**src/rtl/cat_regs.vh**
```
// Register offsets, field positions, reset values and response codes of the CA termination block.
`ifndef CAT_REGS_VH
`define CAT_REGS_VH
`define CAT_CFG_OFFSET 4'h0
`define CAT_STATUS_OFFSET 4'h4
`define CAT_CAL_OFFSET 4'h8
`define CAT_RTT_LSB 4
`define CAT_RTT_MSB 6
`define CAT_PU_BIT 0
`define CAT_PD_BIT 0
`define CAT_SR_BIT 1
`define CAT_RTT_OFF 3'h0
`define CAT_CFG_RESET 32'h00000000
`define CAT_CAL_RESET 32'h00000000
`define CAT_RESP_OKAY 2'h0
`define CAT_RESP_SLVERR 2'h2
`endif

```
**src/rtl/cat_sync.v**
```verilog
// Two-flop synchroniser for one level from outside the clock domain.
`timescale 1ns/100ps
`default_nettype none
module cat_sync (
    input wire aclk,
    input wire aresetn,
    input wire async_in,
    output reg sync_out
);
    reg meta_q;

    // The first stage feeds only the second stage.
    always @(posedge aclk) begin
        if (!aresetn) begin
            meta_q <= 1'b0;
            sync_out <= 1'b0;
        end else begin
            meta_q <= async_in;
            sync_out <= meta_q;
        end
    end
endmodule // cat_sync
`default_nettype wire

```
**src/rtl/cat_ca_term.v**
```verilog
// CA bus termination control with an AXI4-Lite register slave.
//
// Overview of operation
// - The termination resistance comes from the three-bit field at bits 6:4 of the config register.
// - After reset termination is off until software writes a termination value.
// - When on, termination covers both clock legs, chip select and all six CA inputs.
// - Termination stays on through power-down and self-refresh power-down.
// - With the captured strap low the bus is never terminated, whatever the field holds.
// - With the captured strap high and a nonzero field the bus is terminated at the programmed value.
// - Power-down entry never changes the captured strap state.
// - A termination value change after calibration is accepted with no new calibration.
`timescale 1ns/100ps
`default_nettype none
`include "cat_regs.vh"
module cat_ca_term (
    input wire aclk,
    input wire aresetn,
    input wire [3:0] s_axi_awaddr,
    input wire s_axi_awvalid,
    output reg s_axi_awready,
    input wire [31:0] s_axi_wdata,
    input wire [3:0] s_axi_wstrb,
    input wire s_axi_wvalid,
    output reg s_axi_wready,
    output reg [1:0] s_axi_bresp,
    output reg s_axi_bvalid,
    input wire s_axi_bready,
    input wire [3:0] s_axi_araddr,
    input wire s_axi_arvalid,
    output reg s_axi_arready,
    output reg [31:0] s_axi_rdata,
    output reg [1:0] s_axi_rresp,
    output reg s_axi_rvalid,
    input wire s_axi_rready,
    input wire ca_termination_strap,
    input wire power_down,
    input wire self_refresh,
    output reg term_ck_t_q,
    output reg term_ck_c_q,
    output reg term_cs_q,
    output reg [5:0] term_ca_q,
    output reg [2:0] term_rtt_q
);
    // ------------------------------------------------------------
    // Pin synchronisers
    // ------------------------------------------------------------
    wire strap_sync;
    wire pd_sync;
    wire sr_sync;

    cat_sync u_strap (.aclk(aclk), .aresetn(aresetn), .async_in(ca_termination_strap),
        .sync_out(strap_sync));
    cat_sync u_pd (.aclk(aclk), .aresetn(aresetn), .async_in(power_down),
        .sync_out(pd_sync));
    cat_sync u_sr (.aclk(aclk), .aresetn(aresetn), .async_in(self_refresh),
        .sync_out(sr_sync));

    // ------------------------------------------------------------
    // Registers
    // ------------------------------------------------------------
    reg [2:0] rtt_q;
    reg pu_point_q;
    reg strap_q;
    reg aw_have_q;
    reg w_have_q;
    reg [3:0] awaddr_q;
    reg [31:0] wdata_q;
    reg [3:0] wstrb_q;
    wire term_on;

    // Strap is followed only while not powered down; entry freezes it.
    // Self-refresh freezes it too, being the deeper of the two power states, so a rank
    // that sees its strap move in either state cannot drop the shared bus load.
    always @(posedge aclk) begin
        if (!aresetn) begin
            strap_q <= 1'b0;
        end else if (!pd_sync && !sr_sync) begin
            strap_q <= strap_sync;
        end
    end

    // Strap gates everything; zero field means off. Power state is not an input.
    // Leaving power state out is deliberate: termination must survive both sleep states.
    assign term_on = strap_q && (rtt_q != `CAT_RTT_OFF);

    // Termination outputs are registered; all pins share one enable.
    always @(posedge aclk) begin
        if (!aresetn) begin
            term_ck_t_q <= 1'b0;
            term_ck_c_q <= 1'b0;
            term_cs_q <= 1'b0;
            term_ca_q <= 6'h00;
            term_rtt_q <= 3'h0;
        end else begin
            term_ck_t_q <= term_on;
            term_ck_c_q <= term_on;
            term_cs_q <= term_on;
            term_ca_q <= {6{term_on}};
            term_rtt_q <= term_on ? rtt_q : `CAT_RTT_OFF;
        end
    end

    // ------------------------------------------------------------
    // AXI4-Lite write path
    // ------------------------------------------------------------
    // Address and data are captured independently, so either may come first.
    // Each ready is a registered pulse that rests for one cycle after it was high.
    // The rest halves peak throughput, which costs nothing for a few set-up writes,
    // and in exchange every handshake output comes straight from a flop.
    wire wr_go = aw_have_q && w_have_q && !s_axi_bvalid;

    always @(posedge aclk) begin
        if (!aresetn) begin
            aw_have_q <= 1'b0;
            w_have_q <= 1'b0;
            awaddr_q <= 4'h0;
            wdata_q <= 32'h00000000;
            wstrb_q <= 4'h0;
            s_axi_awready <= 1'b0;
            s_axi_wready <= 1'b0;
            s_axi_bvalid <= 1'b0;
            s_axi_bresp <= `CAT_RESP_OKAY;
            rtt_q <= `CAT_RTT_OFF;
            pu_point_q <= 1'b0;
        end else begin
            s_axi_awready <= !aw_have_q && !s_axi_awready;
            s_axi_wready <= !w_have_q && !s_axi_wready;
            if (s_axi_awvalid && s_axi_awready) begin
                aw_have_q <= 1'b1;
                awaddr_q <= s_axi_awaddr;
                s_axi_awready <= 1'b0;
            end
            if (s_axi_wvalid && s_axi_wready) begin
                w_have_q <= 1'b1;
                wdata_q <= s_axi_wdata;
                wstrb_q <= s_axi_wstrb;
                s_axi_wready <= 1'b0;
            end
            if (wr_go) begin
                aw_have_q <= 1'b0;
                w_have_q <= 1'b0;
                s_axi_bvalid <= 1'b1;
                s_axi_bresp <= `CAT_RESP_OKAY;
                case (awaddr_q)
                    `CAT_CFG_OFFSET: begin
                        // New value takes effect directly; no calibration needed.
                        // A clear lowest strobe leaves the field as it was.
                        if (wstrb_q[0]) begin
                            rtt_q <= wdata_q[`CAT_RTT_MSB:`CAT_RTT_LSB];
                        end
                    end
                    `CAT_CAL_OFFSET: begin
                        // The point is only stored; rerunning calibration after a change is
                        // up to the controller, as this block has no calibration engine.
                        if (wstrb_q[0]) begin
                            pu_point_q <= wdata_q[`CAT_PU_BIT];
                        end
                    end
                    `CAT_STATUS_OFFSET: begin
                        // Status is read-only: the write is answered and dropped.
                        s_axi_bresp <= `CAT_RESP_OKAY;
                    end
                    default: begin
                        // Unmapped offsets answer with an error and change nothing.
                        s_axi_bresp <= `CAT_RESP_SLVERR;
                    end
                endcase
            end
            if (s_axi_bvalid && s_axi_bready) begin
                s_axi_bvalid <= 1'b0;
            end
        end
    end

    // ------------------------------------------------------------
    // AXI4-Lite read path
    // ------------------------------------------------------------
    // Status shows live state, so software can see what the pins are doing.
    // Only one read is under way: arready rests while a response waits for rready,
    // so the read data register cannot be overwritten before it is taken.
    always @(posedge aclk) begin
        if (!aresetn) begin
            s_axi_arready <= 1'b0;
            s_axi_rvalid <= 1'b0;
            s_axi_rdata <= 32'h00000000;
            s_axi_rresp <= `CAT_RESP_OKAY;
        end else begin
            s_axi_arready <= !s_axi_rvalid && !s_axi_arready;
            if (s_axi_arvalid && s_axi_arready) begin
                s_axi_arready <= 1'b0;
                s_axi_rvalid <= 1'b1;
                s_axi_rresp <= `CAT_RESP_OKAY;
                case (s_axi_araddr)
                    `CAT_CFG_OFFSET: begin
                        s_axi_rdata <= {25'h0000000, rtt_q, 4'h0};
                    end
                    `CAT_STATUS_OFFSET: begin
                        s_axi_rdata <= {24'h000000, term_on, term_rtt_q, sr_sync, pd_sync,
                            strap_q, term_cs_q};
                    end
                    `CAT_CAL_OFFSET: begin
                        s_axi_rdata <= {31'h00000000, pu_point_q};
                    end
                    default: begin
                        s_axi_rdata <= 32'h00000000;
                        s_axi_rresp <= `CAT_RESP_SLVERR;
                    end
                endcase
            end
            if (s_axi_rvalid && s_axi_rready) begin
                s_axi_rvalid <= 1'b0;
            end
        end
    end
endmodule // cat_ca_term
`default_nettype wire

```
**config.mk**
```make
export PLATFORM = sky130hd
export DESIGN_NAME = cat_ca_term
export DESIGN_NICKNAME = d
export VERILOG_FILES = /design/src/rtl/cat_sync.v /design/src/rtl/cat_ca_term.v
export VERILOG_INCLUDE_DIRS = /design/src /design/src/rtl
export SDC_FILE = /design/constraint.sdc
export NUM_CORES = 1
export LEC_CHECK = 0
export BUFFER_PORTS_ARGS = -buffer_cell sky130_fd_sc_hd__buf_2
export CAP_MARGIN = 25
export CORE_MARGIN = 2
export CORE_UTILIZATION = 45
export CTS_CLUSTER_DIAMETER = 50
export DETAILED_ROUTE_END_ITERATION = 7
export PLACE_DENSITY_LB_ADDON = 0.15
export RECOVER_POWER = 50
export SLEW_MARGIN = 40
export SYNTH_ARGS = -nofsm -noshare
export SYNTH_HDL_FRONTEND = slang
export SYNTH_SLANG_ARGS = --single-unit
```
**constraint.sdc**
```tcl
create_clock -name aclk -period 2 [get_ports aclk]
set_input_delay 0.2 -clock aclk [delete_from_list [all_inputs] [get_ports aclk]]
set_output_delay 0.2 -clock aclk [all_outputs]
set_load 0.02 [all_outputs]
```
==> metrics.cfg <==
[floorplanning]
die_h_um = 65.6
die_area_mm2 = 0.00431
die_x_um = 65.6
core_mm2 = 0.00366
std_cell_rows = 22
initial_core_util = 0.467
ioPinCount = 107

[worst_setup_path]
reg2reg_slack_ns = 0.65
rr_startpoint = awaddr_q[1]
reg2reg_depth = 3
cp-end-kind = flip-flop
cp_cell_sequence = or4b_4 -> o31ai_1 -> a21oi_1
max_stage_delay_ns = 0.56
worstPathArrival_ns = 1.49
crit_path_top_delay_cell = or4b_4
r2r-end = rtt_q[1]
startpoint = awaddr_q[1]
crit_end = rtt_q[1]
cp-start-kind = flip-flop
cp_max_fo = 4
cp.required_ns = 2.14
crit_type = reg2reg

[clock_network]
clkSinkCount = 41
clk_pin_slew_ns = 0.08
root_buffer = clkbuf_8
numCtsBuffers = 5
cts_hold_buf = 0
cts_setup_buffers = 0
clk_latency_ns = 0.29
cts_tree = done
htreeDepth = 2
cts_max_path_buffers = 2
cts_resized = 0

[power_and_ir_drop]
power_frac_seq = 0.513
internal_power_mw = 1.30
switching_share = 0.235
clkPwrFrac = 0.398
switchingPower_uw = 398
ir_drop_v = 0.000531
power.leakage_nw = 0.832
pwr_density_cell_mw_per_mm2 = 878
p_total_mw = 1.69
combPwrFrac = 0.089

[detailed_routing]
drc = 0
via_count = 1303
wire_per_inst_um = 10.9
first_iter_violations = 56
drtPass1Iterations = 4
ant_nets = 0
avgViaCountPerCell = 4.65
wl_mm = 3.05

[timing]
hold_viol = 0
fin_crit_sh = 0.677
rsz0062_at_grt = no
setup_tns_ns = 0
worst_pin_slew_ns = 0.702
fin_crit_ns = 1.35
finClkSkew_ns = 0.00971
slew_viol_final = 0
finalSetupViolCount = 0
max_freq_mhz = 739
worst_slew_margin_rel = 0.532

[finish]
n_antenna_cell = 0
final_common_cell = dfxtp_1
nNetsFinal = 285
most-common-layout-cells = dfxtp_1 (41), buf_2 (36), conb_1 (26)
synthToLayoutAreaGrowth_pct = 12.8
drive_above_1_share = 0.198

[logic_synthesis]
ys_top_cells_by_area = dfxtp_1 (48%), buf_4 (15%), nand2_1 (5.5%), a21oi_1 (5.3%), nand3_1 (2.9%)
synthFlopType = dfxtp_1
synth_area_mm2 = 0.00171
synth_seq_cells = 41
synth_edf_count = 0
avgSynthCellArea_um2 = 9.00
ys_types = 33
synth_cells = 190
synth_top_area_share = 0.480
yosysWarnings = 0
async_reset_ff_frac = 0
ys_seq_area_frac = 0.480
yosysTopAreaCell = dfxtp_1

[global_route]
grt_usage = 0.149
grt.overflow.total = 0
grt_max_degree = 23
first_global_vias = 1101
antenna_found_initial = 0
grt_pass1_wl_mm = 4.91

[placed_design]
gp_congestion = 0.703
hpwl_mm = 2.26
io_buffers = 49

[outcome]
run_status = finished, final reports clean

[hold_path]
min_path_type = in2reg

[run]
cap_violations = 0

-- sequential cells by signal, indices dropped and copies added (netlist names), 3 cells and up --
| name | cells |
|---|---|
| awaddr_q | 4 |
| term_rtt_q | 3 |
| wdata_q | 4 |
| rtt_q | 3 |
| s_axi_rdata | 8 |
-- power by group through the flow --
stage               logic [mW]  registers (mW)  clock network (mW)
global placement         0.151           0.887                   0
floorplan                0.141           0.891                   0
finish                   0.151           0.868               0.674
global route             0.170           0.873               0.736
detailed placement       0.152           0.887                   0
CTS                      0.152           0.868               0.693
-- logic make-up (layout without fill, tap and decap cells) --
| group | count (synthesis) | after routing | share of synthesized area |
|---|---|---|---|
| compound gates | 36 | 36 | 0.127 |
| buf+inv | 42 | 59 | 0.168 |
| flops | 41 | 41 | 0.480 |
| mux | 4 | 4 | 0.0242 |
| other cells | 1 | 26 | 0.00219 |
| simple gates | 66 | 66 | 0.198 |
-- cell usage after synthesis, types with 4 or more instances --
| library cell | count |
|---|---|
| clkbuf_1 | 4 |
| nor2_1 | 6 |
| a21oi_1 | 18 |
| buf_4 | 34 |
| nand3_1 | 10 |
| nand4_1 | 4 |
| and2_1 | 6 |
| o31ai_1 | 4 |
| nand2_1 | 25 |
| nor3_1 | 4 |
| dfxtp_1 | 41 |
| o21ai_0 | 7 |
-- metrics by stage --
step | std cells | hold slack, ns | instance area, um^2 | setup slack (ns) | utilization
floorplan | 215 | 0.327 | 1800 | 0.748 | -
global placement | 272 | 0.408 | 1830 | 0.604 | 0.499
detailed placement | 272 | 0.411 | 1830 | 0.622 | 0.499
CTS | 280 | 0.102 | 1940 | 0.641 | 0.531
global route | 280 | 0.103 | 1930 | 0.405 | 0.527
finish | 280 | 0.111 | 1930 | 0.647 | 0.527
-- worst min-delay path by stage --
stage / end / start / depth (start not counted)
after floorplan: u_pd.meta_q / power_down / 1
after global placement: u_sr.meta_q / self_refresh / 2
after detailed placement: u_sr.meta_q / self_refresh / 2
after CTS: u_sr.meta_q / self_refresh / 2
after global routing: u_sr.meta_q / self_refresh / 2
final: u_sr.meta_q / self_refresh / 2
-- final cells by class --
cell class                      count  area (um^2)
Fill cell                         388         1730
Sequential cell                    41          821
Multi-Input combinational cell    132          694
Timing Repair Buffer               49          229
Clock buffer                        7         86.3
Tap cell                           48         60.1
Clock inverter                      1         30.0
Inverter                            2         7.51
-- critical path: cells and delay by family (launching register included) --
kind | cells | cell delay, ns
AO/OA/AOI/OAI | 2 | 0.30
flip-flops | 1 | 0.33
AND/OR/NAND/NOR | 1 | 0.56
-- per-layer routing --
layer  global-route usage  share of wire  vias to the layer above
li1                     -              -                      677
met1                0.179           0.45                      575
met2                0.241           0.46                       48
met3               0.0599          0.082                        3
met4               0.0469         0.0089                        0
met5                    0              0                        -
(Power assumes the default switching activity.)
